File: src/design/i2c_tmo_pkg.sv
// Constants for the bus timeout and own-address match block
// What this block does
// [RULE1] Reset clears timeout limit register to zero
// [RULE2] Master mode bounds wait for clock high
// [RULE3] Timeout is limit plus one bit periods
// [RULE4] Start request or clock fall restarts counter
// [RULE5] Zero limit disables timeout, wait forever
// [RULE6] Expiry before clock high sets timeout flag
// [RULE7] Limit has no effect in slave mode
// [RULE8] Reset clears own address register to zero
// [RULE9] Own address in low ten bits, compared
// [RULE10] Match while enabled answers with ack level
// [RULE11] Match sets match flag, clears master select
// [RULE12] Match raises interrupt when enabled
// [RULE13] Upper six address bits read zero
// [RULE14] Start or stop request starts timeout timer
// [RULE15] Expiry clears pending request, raises interrupt
// [RULE16] Timeout flag sticky until software clears
package i2c_tmo_pkg;
    localparam logic [7:0] IDX_CTRL = 8'h00;
    localparam logic [7:0] IDX_STATUS = 8'h01;
    localparam logic [7:0] IDX_MASK = 8'h02;
    localparam logic [7:0] IDX_BIT_PERIOD = 8'h03;
    localparam logic [7:0] IDX_TIMEOUT_LIMIT = 8'h0E;
    localparam logic [7:0] IDX_OWN_ADDR = 8'h0F;
    localparam int ADDR_W = 8;
    localparam int CTRL_ENABLE = 0;
    localparam int CTRL_MASTER = 1;
    localparam int CTRL_ACK_VAL = 2;
    localparam int CTRL_START = 3;
    localparam int CTRL_STOP = 4;
    localparam int ST_TIMEOUT = 0;
    localparam int ST_MATCH = 1;
    localparam logic [7:0] TIMEOUT_LIMIT_RST = 8'h00;
    localparam logic [15:0] OWN_ADDR_RST = 16'h0000;
    localparam logic [15:0] BIT_PERIOD_RST = 16'h0064;
    localparam logic [4:0] TEN_BIT_PREFIX = 5'h1E;
    localparam logic [3:0] ADDR_BITS = 4'h8;
    localparam logic [1:0] RESP_OKAY = 2'h0;
    localparam logic [1:0] RESP_SLVERR = 2'h2;
    typedef enum logic [2:0] {
        S_IDLE = 3'b000,
        S_ADDR = 3'b001,
        S_ACK = 3'b010,
        S_ADDR2 = 3'b011,
        S_HOLD = 3'b100
    } slv_state_t;
endpackage

File: src/design/i2c_tmo_match.sv
// Master bus timeout and slave own-address match with AXI4-Lite registers
//
// Added by the designer: the AXI4-Lite interface to the registers.
`timescale 1ns/1ps
module i2c_tmo_match (
    input wire logic clk_sys_in,
    input wire logic rstn_in,
    input wire logic [i2c_tmo_pkg::ADDR_W-1:0] s_axi_awaddr_in,
    input wire logic s_axi_awvalid_in,
    output logic s_axi_awready_out,
    input wire logic [31:0] s_axi_wdata_in,
    input wire logic [3:0] s_axi_wstrb_in,
    input wire logic s_axi_wvalid_in,
    output logic s_axi_wready_out,
    output logic [1:0] s_axi_bresp_out,
    output logic s_axi_bvalid_out,
    input wire logic s_axi_bready_in,
    input wire logic [i2c_tmo_pkg::ADDR_W-1:0] s_axi_araddr_in,
    input wire logic s_axi_arvalid_in,
    output logic s_axi_arready_out,
    output logic [31:0] s_axi_rdata_out,
    output logic [1:0] s_axi_rresp_out,
    output logic s_axi_rvalid_out,
    input wire logic s_axi_rready_in,
    input wire logic scl_in,
    input wire logic sda_in,
    output logic sda_out,
    output logic sda_oe_n_out,
    output logic start_request_out,
    output logic stop_request_out,
    output logic master_select_out,
    input wire logic cond_done_in,
    output logic irq_out
);
    import i2c_tmo_pkg::*;

    function automatic logic [31:0] merge(input logic [31:0] old, input logic [31:0] wd, input logic [3:0] st);
        merge = old;
        for (int i = 0; i < 4; i++) begin
            if (st[i]) begin
                merge[8*i +: 8] = wd[8*i +: 8];
            end
        end
    endfunction

    logic [7:0] timeout_limit_r;
    logic [15:0] own_bus_address_r;
    logic [15:0] bit_period_r;
    logic controller_enable_r, master_select_r, ack_value_select_r;
    logic start_request_r, stop_request_r;
    logic [1:0] status_r, mask_r;
    logic aw_have_r, w_have_r;
    logic [7:0] aw_idx_r;
    logic [31:0] wdata_r;
    logic [3:0] wstrb_r;
    logic scl_m_r, scl_s_r, scl_d_r, sda_m_r, sda_s_r, sda_d_r;
    logic [15:0] cyc_cnt_r;
    logic [8:0] bit_cnt_r;
    slv_state_t state_r;
    logic [3:0] sh_cnt_r;
    logic [7:0] shift_r;
    logic ten_bit_r;
    logic sda_oe_n_r;

    logic do_write, ctrl_wr, req_set_evt, scl_fall, scl_rise, bus_start, bus_stop;
    logic tmo_run, tick, expire_evt, match_evt, hdr_ok;
    logic [31:0] ctrl_word, ctrl_new, rd_word;
    logic [31:0] lim_new, own_new, bp_new, mask_new;
    logic [8:0] lim_plus_one;
    logic rd_ok;

    // Write channels accepted in either order; write happens when both held
    assign do_write = aw_have_r && w_have_r && !s_axi_bvalid_out;
    assign ctrl_wr = do_write && (aw_idx_r == IDX_CTRL);
    assign ctrl_word = {27'h0, stop_request_r, start_request_r, ack_value_select_r,
                        master_select_r, controller_enable_r};
    assign ctrl_new = merge(ctrl_word, wdata_r, wstrb_r);
    // Byte-strobed next values of the plain registers
    assign lim_new = merge({24'h0, timeout_limit_r}, wdata_r, wstrb_r);
    assign own_new = merge({16'h0, own_bus_address_r}, wdata_r, wstrb_r);
    assign bp_new = merge({16'h0, bit_period_r}, wdata_r, wstrb_r);
    assign mask_new = merge({30'h0, mask_r}, wdata_r, wstrb_r);

    always_ff @(posedge clk_sys_in) begin
        if (!rstn_in) begin
            aw_have_r <= 1'b0;
            w_have_r <= 1'b0;
            aw_idx_r <= 8'h00;
            wdata_r <= 32'h0;
            wstrb_r <= 4'h0;
            s_axi_bvalid_out <= 1'b0;
            s_axi_bresp_out <= RESP_OKAY;
        end else begin
            if (s_axi_awvalid_in && s_axi_awready_out) begin
                aw_have_r <= 1'b1;
                aw_idx_r <= {2'b00, s_axi_awaddr_in[ADDR_W-1:2]};
            end
            if (s_axi_wvalid_in && s_axi_wready_out) begin
                w_have_r <= 1'b1;
                wdata_r <= s_axi_wdata_in;
                wstrb_r <= s_axi_wstrb_in;
            end
            if (do_write) begin
                aw_have_r <= 1'b0;
                w_have_r <= 1'b0;
                s_axi_bvalid_out <= 1'b1;
                s_axi_bresp_out <= (aw_idx_r inside {IDX_CTRL, IDX_STATUS, IDX_MASK, IDX_BIT_PERIOD,
                                    IDX_TIMEOUT_LIMIT, IDX_OWN_ADDR}) ? RESP_OKAY : RESP_SLVERR;
            end else if (s_axi_bvalid_out && s_axi_bready_in) begin
                s_axi_bvalid_out <= 1'b0;
            end
        end
    end

    always_ff @(posedge clk_sys_in) begin
        if (!rstn_in) begin
            s_axi_awready_out <= 1'b0;
            s_axi_wready_out <= 1'b0;
        end else begin
            s_axi_awready_out <= !aw_have_r && !(s_axi_awvalid_in && s_axi_awready_out) && !do_write;
            s_axi_wready_out <= !w_have_r && !(s_axi_wvalid_in && s_axi_wready_out) && !do_write;
        end
    end

    // Plain configuration registers
    always_ff @(posedge clk_sys_in) begin
        if (!rstn_in) begin
            timeout_limit_r <= TIMEOUT_LIMIT_RST; // [RULE1]
            own_bus_address_r <= OWN_ADDR_RST; // [RULE8]
            bit_period_r <= BIT_PERIOD_RST;
            mask_r <= 2'b00;
        end else if (do_write) begin
            if (aw_idx_r == IDX_TIMEOUT_LIMIT) begin
                timeout_limit_r <= lim_new[7:0];
            end
            if (aw_idx_r == IDX_OWN_ADDR) begin
                own_bus_address_r <= {6'h00, own_new[9:0]}; // [RULE9]
            end
            if (aw_idx_r == IDX_BIT_PERIOD) begin
                bit_period_r <= bp_new[15:0];
            end
            if (aw_idx_r == IDX_MASK) begin
                mask_r <= mask_new[1:0];
            end
        end
    end

    // Control bits; start and stop requests are mutually exclusive
    always_ff @(posedge clk_sys_in) begin
        if (!rstn_in) begin
            controller_enable_r <= 1'b0;
            master_select_r <= 1'b0;
            ack_value_select_r <= 1'b0;
            start_request_r <= 1'b0;
            stop_request_r <= 1'b0;
        end else begin
            logic en, ms, st, sp;
            en = controller_enable_r;
            ms = master_select_r;
            st = start_request_r;
            sp = stop_request_r;
            if (ctrl_wr) begin
                en = ctrl_new[CTRL_ENABLE];
                ms = ctrl_new[CTRL_MASTER];
                ack_value_select_r <= ctrl_new[CTRL_ACK_VAL];
                if (ctrl_new[CTRL_START] && ctrl_new[CTRL_STOP] && !st && !sp) begin
                    st = 1'b0;
                    sp = 1'b0;
                end else begin
                    st = ctrl_new[CTRL_START] && !sp;
                    sp = ctrl_new[CTRL_STOP] && !st;
                end
            end
            if (cond_done_in) begin
                st = 1'b0;
                sp = 1'b0;
            end
            if (match_evt) begin
                ms = 1'b0; // [RULE11]
            end
            if (expire_evt) begin
                st = 1'b0; // [RULE15]
                sp = 1'b0; // [RULE15]
            end
            if (!ms || !en) begin
                st = 1'b0;
                sp = 1'b0;
            end
            controller_enable_r <= en;
            master_select_r <= ms;
            start_request_r <= st;
            stop_request_r <= sp;
        end
    end

    assign req_set_evt = ctrl_wr && master_select_r && controller_enable_r &&
                         ((ctrl_new[CTRL_START] && !start_request_r && !stop_request_r) ||
                          (ctrl_new[CTRL_STOP] && !stop_request_r && !start_request_r)) &&
                         !(ctrl_new[CTRL_START] && ctrl_new[CTRL_STOP]);

    // Pin synchronisers
    always_ff @(posedge clk_sys_in) begin
        if (!rstn_in) begin
            {scl_m_r, scl_s_r, scl_d_r} <= 3'b111;
            {sda_m_r, sda_s_r, sda_d_r} <= 3'b111;
        end else begin
            {scl_m_r, scl_s_r, scl_d_r} <= {scl_in, scl_m_r, scl_s_r};
            {sda_m_r, sda_s_r, sda_d_r} <= {sda_in, sda_m_r, sda_s_r};
        end
    end

    assign scl_fall = scl_d_r && !scl_s_r;
    assign scl_rise = !scl_d_r && scl_s_r;
    assign bus_start = scl_s_r && scl_d_r && sda_d_r && !sda_s_r;
    assign bus_stop = scl_s_r && scl_d_r && !sda_d_r && sda_s_r;

    // Bus timeout counter in bit periods
    assign lim_plus_one = {1'b0, timeout_limit_r} + 9'h001; // [RULE3]
    assign tmo_run = master_select_r && controller_enable_r && (timeout_limit_r != 8'h00) && // [RULE2] [RULE5] [RULE7]
                     (start_request_r || stop_request_r || !scl_s_r); // [RULE14]
    assign tick = tmo_run && (cyc_cnt_r >= bit_period_r) && (bit_cnt_r != lim_plus_one);
    assign expire_evt = tick && ((bit_cnt_r + 9'h001) == lim_plus_one); // [RULE6]

    always_ff @(posedge clk_sys_in) begin
        if (!rstn_in) begin
            cyc_cnt_r <= 16'h0000;
            bit_cnt_r <= 9'h000;
        end else if (req_set_evt || scl_fall || !tmo_run) begin
            cyc_cnt_r <= 16'h0000; // [RULE4]
            bit_cnt_r <= 9'h000; // [RULE4]
        end else if (tick) begin
            cyc_cnt_r <= 16'h0000;
            bit_cnt_r <= bit_cnt_r + 9'h001;
        end else if (bit_cnt_r != lim_plus_one) begin
            cyc_cnt_r <= cyc_cnt_r + 16'h0001;
        end
    end

    // Own address receiver, seven and ten bit forms
    assign hdr_ok = (shift_r[7:3] == TEN_BIT_PREFIX) && (shift_r[2:1] == own_bus_address_r[9:8]);
    always_comb begin
        match_evt = 1'b0;
        if (scl_fall && sh_cnt_r == ADDR_BITS && controller_enable_r) begin
            if (state_r == S_ADDR && shift_r[7:3] != TEN_BIT_PREFIX) begin
                match_evt = (shift_r[7:1] == own_bus_address_r[6:0]); // [RULE9]
            end else if (state_r == S_ADDR2) begin
                match_evt = (shift_r == own_bus_address_r[7:0]);
            end
        end
    end

    always_ff @(posedge clk_sys_in) begin
        if (!rstn_in) begin
            state_r <= S_IDLE;
            sh_cnt_r <= 4'h0;
            shift_r <= 8'h00;
            ten_bit_r <= 1'b0;
            sda_oe_n_r <= 1'b1;
        end else if (!controller_enable_r || bus_stop) begin
            state_r <= S_IDLE;
            sda_oe_n_r <= 1'b1;
        end else if (bus_start) begin
            state_r <= S_ADDR;
            sh_cnt_r <= 4'h0;
            sda_oe_n_r <= 1'b1;
        end else begin
            unique case (state_r)
                S_IDLE, S_HOLD: begin
                end
                S_ADDR, S_ADDR2: begin
                    if (scl_rise && sh_cnt_r != ADDR_BITS) begin
                        shift_r <= {shift_r[6:0], sda_s_r};
                        sh_cnt_r <= sh_cnt_r + 4'h1;
                    end else if (scl_fall && sh_cnt_r == ADDR_BITS) begin
                        ten_bit_r <= (state_r == S_ADDR) && hdr_ok;
                        if (match_evt || (state_r == S_ADDR && hdr_ok)) begin
                            state_r <= S_ACK;
                            sda_oe_n_r <= ack_value_select_r; // [RULE10]
                        end else begin
                            state_r <= S_IDLE;
                        end
                    end
                end
                S_ACK: begin
                    if (scl_fall) begin
                        sda_oe_n_r <= 1'b1;
                        sh_cnt_r <= 4'h0;
                        state_r <= ten_bit_r ? S_ADDR2 : S_HOLD;
                    end
                end
                default: begin
                    state_r <= S_IDLE;
                    sda_oe_n_r <= 1'b1;
                end
            endcase
        end
    end

    // Sticky status; an event in the clearing cycle wins
    always_ff @(posedge clk_sys_in) begin
        if (!rstn_in) begin
            status_r <= 2'b00;
        end else begin
            logic [1:0] clr;
            clr = (do_write && aw_idx_r == IDX_STATUS && wstrb_r[0]) ? wdata_r[1:0] : 2'b00;
            status_r[ST_TIMEOUT] <= expire_evt || (status_r[ST_TIMEOUT] && !clr[ST_TIMEOUT]); // [RULE16]
            status_r[ST_MATCH] <= match_evt || (status_r[ST_MATCH] && !clr[ST_MATCH]); // [RULE11]
        end
    end

    // Read channel
    always_comb begin
        rd_ok = 1'b1;
        unique case ({2'b00, s_axi_araddr_in[ADDR_W-1:2]})
            IDX_CTRL: rd_word = ctrl_word;
            IDX_STATUS: rd_word = {30'h0, status_r};
            IDX_MASK: rd_word = {30'h0, mask_r};
            IDX_BIT_PERIOD: rd_word = {16'h0, bit_period_r};
            IDX_TIMEOUT_LIMIT: rd_word = {24'h0, timeout_limit_r};
            IDX_OWN_ADDR: rd_word = {22'h0, own_bus_address_r[9:0]}; // [RULE13]
            default: begin
                rd_word = 32'h0;
                rd_ok = 1'b0;
            end
        endcase
    end

    always_ff @(posedge clk_sys_in) begin
        if (!rstn_in) begin
            s_axi_arready_out <= 1'b0;
            s_axi_rvalid_out <= 1'b0;
            s_axi_rdata_out <= 32'h0;
            s_axi_rresp_out <= RESP_OKAY;
        end else begin
            s_axi_arready_out <= !s_axi_rvalid_out && !(s_axi_arvalid_in && s_axi_arready_out);
            if (s_axi_arvalid_in && s_axi_arready_out) begin
                s_axi_rvalid_out <= 1'b1;
                s_axi_rdata_out <= rd_word;
                s_axi_rresp_out <= rd_ok ? RESP_OKAY : RESP_SLVERR;
            end else if (s_axi_rvalid_out && s_axi_rready_in) begin
                s_axi_rvalid_out <= 1'b0;
            end
        end
    end

    // Registered pin and interrupt outputs
    always_ff @(posedge clk_sys_in) begin
        if (!rstn_in) begin
            irq_out <= 1'b0;
            sda_out <= 1'b0;
            sda_oe_n_out <= 1'b1;
            start_request_out <= 1'b0;
            stop_request_out <= 1'b0;
            master_select_out <= 1'b0;
        end else begin
            irq_out <= |(status_r & mask_r); // [RULE12] [RULE15]
            sda_out <= 1'b0;
            sda_oe_n_out <= sda_oe_n_r;
            start_request_out <= start_request_r;
            stop_request_out <= stop_request_r;
            master_select_out <= master_select_r;
        end
    end
endmodule // i2c_tmo_match

File: config.mk
export PLATFORM = sky130hd
export DESIGN_NAME = i2c_tmo_match
export DESIGN_NICKNAME = d
export VERILOG_FILES = /design/src/design/i2c_tmo_pkg.sv /design/src/design/i2c_tmo_match.sv
export SDC_FILE = /design/constraint.sdc
export NUM_CORES = 1
export LEC_CHECK = 0
export ABC_AREA = 1
export BUFFER_PORTS_ARGS = -buffer_cell sky130_fd_sc_hd__buf_2
export CORE_MARGIN = 3
export CORE_UTILIZATION = 58
export CTS_CLUSTER_DIAMETER = 40
export CTS_CLUSTER_SIZE = 25
export DETAILED_ROUTE_END_ITERATION = 16
export GPL_ROUTABILITY_DRIVEN = 1
export PLACE_DENSITY = 0.81
export SLEW_MARGIN = 20
export SYNTH_ARGS = -nofsm -noshare
export SYNTH_HDL_FRONTEND = slang
export SYNTH_SLANG_ARGS = --single-unit
File: constraint.sdc
create_clock -name clk_sys_in -period 2.3 [get_ports clk_sys_in]
set_input_delay 0.345 -clock clk_sys_in [delete_from_list [all_inputs] [get_ports clk_sys_in]]
set_output_delay 0.345 -clock clk_sys_in [all_outputs]
set_load 0.01 [all_outputs]
# ---- After elaboration in Yosys (flattened, before gate mapping)
# Cells that the tools add are included.
dict set report word_totals {
  ff_bits 163
  inputBits 62
  output_inout_bits 47
  wordCells 235
}
dict set report op_classes {
  add_sub_neg 4
  order_cmp 1
  eq_ne 32
  mux 36
  n_bitwise 6
  n_reduce_logical 112
}
# cell count
set ops {}
lappend ops {{case mux 16 bit (6 select lines)} 1}
lappend ops {{logical AND 1 bit} 49}
lappend ops {{== test 6 x 2 -> 1 bit (second input constant)} 4}
lappend ops {{== test 6 x 4 -> 1 bit (second input constant)} 4}
lappend ops {{zero test 1 bit} 22}
lappend ops {{two-way mux 1 bit} 20}
lappend ops {{AND reduction 3 bit} 6}
lappend ops {{adder 16 x 1 -> 16 bit (second input constant)} 1}
lappend ops {{>= comparator 16 bit} 1}
lappend ops {{AND reduction 4 bit} 4}
lappend ops {{== test 6 x 1 -> 1 bit (second input constant)} 2}
lappend ops {{two-way mux 3 bit} 4}
lappend ops {{two-way mux 4 bit} 3}
lappend ops {{!= test 3 bit (second input constant)} 4}
lappend ops {{OR reduction 2 bit} 6}
lappend ops {{logical OR 1 bit} 10}
lappend ops {{!= test 2 bit (second input constant)} 5}
lappend ops {{AND reduction 5 bit} 2}
lappend ops {{adder 8 x 1 -> 9 bit (second input constant)} 1}
lappend ops {{adder 9 x 1 -> 9 bit (second input constant)} 1}
lappend ops {{== test 9 bit} 1}
lappend ops {{!= test 9 bit} 1}
lappend ops {{case mux 3 bit (3 select lines)} 1}
lappend ops {{== test 8 bit} 1}
lappend ops {{27 further kinds} 37}

# ---- Depth between registers and ports, before layout
dict set report logic_depth {
  depth_word 11
  ltp_mapped 17
  ltp_nobuf 16
}

# ---- Worst setup path before layout
# OpenSTA, ideal clock, no wires.
dict set report synth_timing {
  path_kind {reg-to-reg}
  from {register timeout_limit_r[0]}
  to {register cyc_cnt_r[6]}
  setup_ns 0.115
  arrival_ns 1.848
  required_ns 2.185
  setup_slack_ns 0.337
  stages_incl_launch_ff 16
  path_buffers 2
  period_less_slack_ns 1.963
  path_cell_list {dfxtp_1 buf_2 inv_2 ha_1 inv_1 nand2_1 nand3_1 inv_1 nand2_1 nor2_1 nand2_1 nor2_4 nand2_4 buf_4 a21oi_1 nor2_1}
}
dict set report synth_via {
  elab_chain_cells 6
  elab_cells_between_ends 10
  cone_classes {add/sub: 1; eq/ne: 1; reduce/logical: 8}
}
# item line
set synth_rtl {}
lappend synth_rtl {{from (decl)} i2c_tmo_match.sv:46} ;# logic [7:0] timeout_limit_r;
lappend synth_rtl {{from (signal assigned)} i2c_tmo_match.sv:134} ;# timeout_limit_r <= lim_new[7:0];
lappend synth_rtl {{parallel branches: the longest is 6 deep, another holds adder 8 x 1 -> 9 bit} n/a}
lappend synth_rtl {{to (signal assigned)} i2c_tmo_match.sv:235} ;# cyc_cnt_r <= cyc_cnt_r + 16'h0001;
lappend synth_rtl {{to (decl)} i2c_tmo_match.sv:57} ;# logic [15:0] cyc_cnt_r;
# Several ways; the timed one is not identified.
# A chain may end at the register's enable or synchronous reset.

# ---- Final worst setup path
dict set report layout_timing {
  from {register timeout_limit_r[0]}
  to {register start_request_r}
}
dict set report layout_via {
  elab_chain_cells 7
  elab_cells_between_ends 10
  cone_classes {add/sub: 1; eq/ne: 2; reduce/logical: 7}
}
# item line
set layout_rtl {}
lappend layout_rtl {{parallel branches: the longest is 5 deep, another holds adder 8 x 1 -> 9 bit} n/a}
lappend layout_rtl {{logical AND 1 bit (*)} i2c_tmo_match.sv:222} ;# assign expire_evt = tick && ((bit_cnt_r + 9'h001) == lim_plus_one);
lappend layout_rtl {{OR reduction 4 bit (no line) (*)} n/a}
lappend layout_rtl {{to (signal assigned)} i2c_tmo_match.sv:191} ;# start_request_r <= st;
lappend layout_rtl {{to (decl)} i2c_tmo_match.sv:50} ;# logic start_request_r, stop_request_r;
# Mark *: on every way between the ends.

==> flow_summary.yaml <==
placed_design:
  gp_congestion: 0.9472
  portBuffers: 67
  dp_hpwl_mm: 13.65
  place_inst: 1317
  dp_slack_ps: 86.50
sta:
  period_share_pct: 93.92
  slew_viol_final: 0
  slew_headroom_pct: 58.78
  max_freq_ghz: 0.4629
  hold_viol: 0
  min_period_ps: 2160
  fin_ws_ps: 139.8
  worst_pin_slew_ps: 616.8
  finalHoldWorstSlack_ps: 102.9
  final.setup.tns_ps: 0
  setup_viol: 0
  fin_skew_ps: 7.550
critical_path:
  crit_cells: 13
  rr_startpoint: "timeout_limit_r[0]$_SDFFE_PN0P_"
  crit_start: "timeout_limit_r[0]$_SDFFE_PN0P_"
  reg2reg_slack_ps: 140
  cp-end-kind: "flip-flop"
  critPathTopFamily: "simple AND/OR/NAND/NOR gates"
  arrival_ps: 2480
  cp.buffers_inverters: 1
  crit_path_end: "start_request_r$_SDFFE_PP0N_"
  critPathLaunchType: "flip-flop"
  ff2ff_path_depth: 13
  worst-path-max-fanout: 9
  path_class: "flip-flop to flip-flop"
  worstPathRequired_ps: 2620
  path_cells: "ha_1, nand2_4, nor2_4, nand3_1, nand2_1, nand3_1, nand2_1, nor2_4, nand4_4, buf_4, nand3_2, nand2_1, nor2_1"
  slowest_stage: "dfxtp_2"
  crit_path_frequent_cell: "nand2_1"
  r2r_end: "start_request_r$_SDFFE_PP0N_"
  critPathMaxStageDelay_ps: 410
worst_hold_path:
  hold_class: "primary input to flip-flop"
clock_network:
  cts.sinks: 145
  insertion_delay_ps: 430
  numCtsBuffers: 17
  postCtsSetupRepairBufs: 0
  cts_max_level: 4
  clkSlewWorstSetupHoldPaths_ps: 60
  clockBufferDepth: 2
  cts_tree: "built"
  root_buffer: "clkbuf_16"
final_layout:
  stdcell_count: 1348
  n_antenna_cell: 0
  drive_gt1_share_pct: 13.69
  nets: 1248
  synthToLayoutAreaGrowth_pct: 14.50
detailed_routing:
  drc: 0
  postRouteAntennaNets: 0
  via_per_inst: 5.383
  firstDrtPassIters: 5
  wl_mm: 18.62
  vias: 7256
  drtIter0Drc: 699
  wl_per_cell_um: 13.81
logic_synthesis:
  syn_inst: 1089
  synth_seq_cells: 145
  synth_ff_type: "dfxtp_1"
  synthTopCellsByCount: "nand2_1, nor2_1, dfxtp_1"
  ys_seq_area_share_pct: 38.40
  avgSynthCellArea_um2: 6.942
  yosysTopAreaCell: "dfxtp_1"
  synth_async_sr_flop_share_pct: 0
  synthMostInstantiatedCell: "nand2_1"
  synth_top_area_share_pct: 38.40
  synth_edf_count: 0
  syn_area_mm2: 0.007560
  synthTopCellsByArea: "dfxtp_1, nand2_1, nor2_1"
  yosys_warnings: 0
  yosysUniqueCellTypes: 46
die:
  die_x_um: 120.2
  core_region_area_mm2: 0.01267
  fp.dieH_um: 120.2
  start_util_pct: 59.66
  die_area_mm2: 0.01444
  io_pins: 109
  num_rows: 41
pwr:
  power_mw: 5.648
  ir_worst_vdd_mv: 0.5362
  switching_share_pct: 22.98
  power.density_mw_per_mm2: 652.5
  p_comb_share_pct: 4.4
  clkPwrFrac_pct: 49.6
  p_sw_mw: 1.298
  intPower_mw: 4.350
  pwr-share-seq_pct: 46.0
  leakagePower_nw: 3.860
global_route:
  grtUsageTotal_pct: 26.86
  antenna_found_initial: 0
  gr-total-overflow: 0
  grt_max_degree: 27
  grt_pass1_vias: 6564
  grt_first_pass_wirelength_mm: 31.17
run_status:
  run_status: "completed"
job:
  max_cap_violations: 0
[metrics by stage]
stage	cell area [um^2]	utilization (%)
after floorplan	7627	-
after global placement	8040	63.45
after detailed placement	8040	63.45
after CTS	8631	68.11
after global routing	8656	68.31
final	8656	68.31
[power by group through the flow]
stage	Sequential, mW	Clock, mW	Combinational (mW)
after floorplan	2.64	0	0.175
after global placement	2.65	0	0.239
after detailed placement	2.65	0	0.243
after CTS	2.60	2.82	0.244
after global routing	2.60	2.95	0.280
final	2.60	2.80	0.247
[layout make-up]
type                    count  area [um^2]
clock buffers              19        432.9
well taps                 172        215.2
flip-flops and latches    145         2905
fillers                  1125         4015
repair buffers             88        493.0
multi-input cells         785         3975
inverters                 127        476.7
clock inverters            12        157.7
[logic make-up after synthesis]
logic type                 Yosys count  synth area share, %
buffers and inverters              177                10.21
other                                1              0.04960
and+or+nand+nor                    520                30.24
DFF                                145                38.40
xor gates and xnor gates            22                2.549
adders and majority gates           22                3.641
AOI/OAI and AO/OA                  202                14.91
[what timing repair did]
action,CTS,global route
hold buffers,0,0
resized for setup,0,5
endpoints found under the hold margin,0,0
endpoints found under the setup margin,0,23
[how the worst min path moves through the flow]
stage / startpoint / end / slack [ps] / cells past startpoint
4_1_cts: sda_in / sda_m_r$_SDFF_PN1_ / 90 / 2
6_report: sda_in / sda_m_r$_SDFF_PN1_ / 100 / 2
3_3_place_gp: sda_m_r$_SDFF_PN1_ / sda_s_r$_SDFF_PN1_ / 390 / 1
2_1_floorplan: scl_m_r$_SDFF_PN1_ / scl_s_r$_SDFF_PN1_ / 390 / 1
5_1_grt: sda_in / sda_m_r$_SDFF_PN1_ / 90 / 2
3_5_place_dp: scl_m_r$_SDFF_PN1_ / scl_s_r$_SDFF_PN1_ / 410 / 1
[routing by layer]
layer / global-route usage [%] / wire length (um) / vias up
met5: 0 / 0 / -
met4: 8.805 / 376 / 0
met3: 6.456 / 1507 / 42
met2: 42.40 / 8385 / 292
met1: 36.27 / 8349 / 3257
li1: - / - / 3665
[flip-flops by register name, indices dropped and copies added, names as in the netlist, 3 cells and up]
| name | flops |
|---|---|
| own_bus_address_r | 10 |
| s_axi_rdata_out | 16 |
| wdata_r | 16 |
| shift_r | 8 |
| bit_period_r | 16 |
| aw_idx_r | 6 |
| bit_cnt_r | 9 |
| sh_cnt_r | 4 |
| timeout_limit_r | 8 |
| state_r | 3 |
| cyc_cnt_r | 16 |
[placed cells by master (no fill, tap or decap), drive strengths merged]
cell,count
o21ai,90
nor4,2
a311oi,1
a31oi,5
and2,2
nand3,76
nand4,19
o22ai,6
bufinv,3
o2111ai,1
buf,88
nor3,23
clkinvlp,3
a221o,1
a21boi,1
clkinv,4
o21bai,2
o21a,2
a211oi,8
a21oi,80
clkbuf,19
o211ai,1
nor2,166
xor2,15
or2,5
nand3b,4
xnor2,7
inv,129
conb,19
a221oi,4
nand2,223
dfxtp,145
ha,22
No activity file was read; power rests on OpenSTA's default activity.
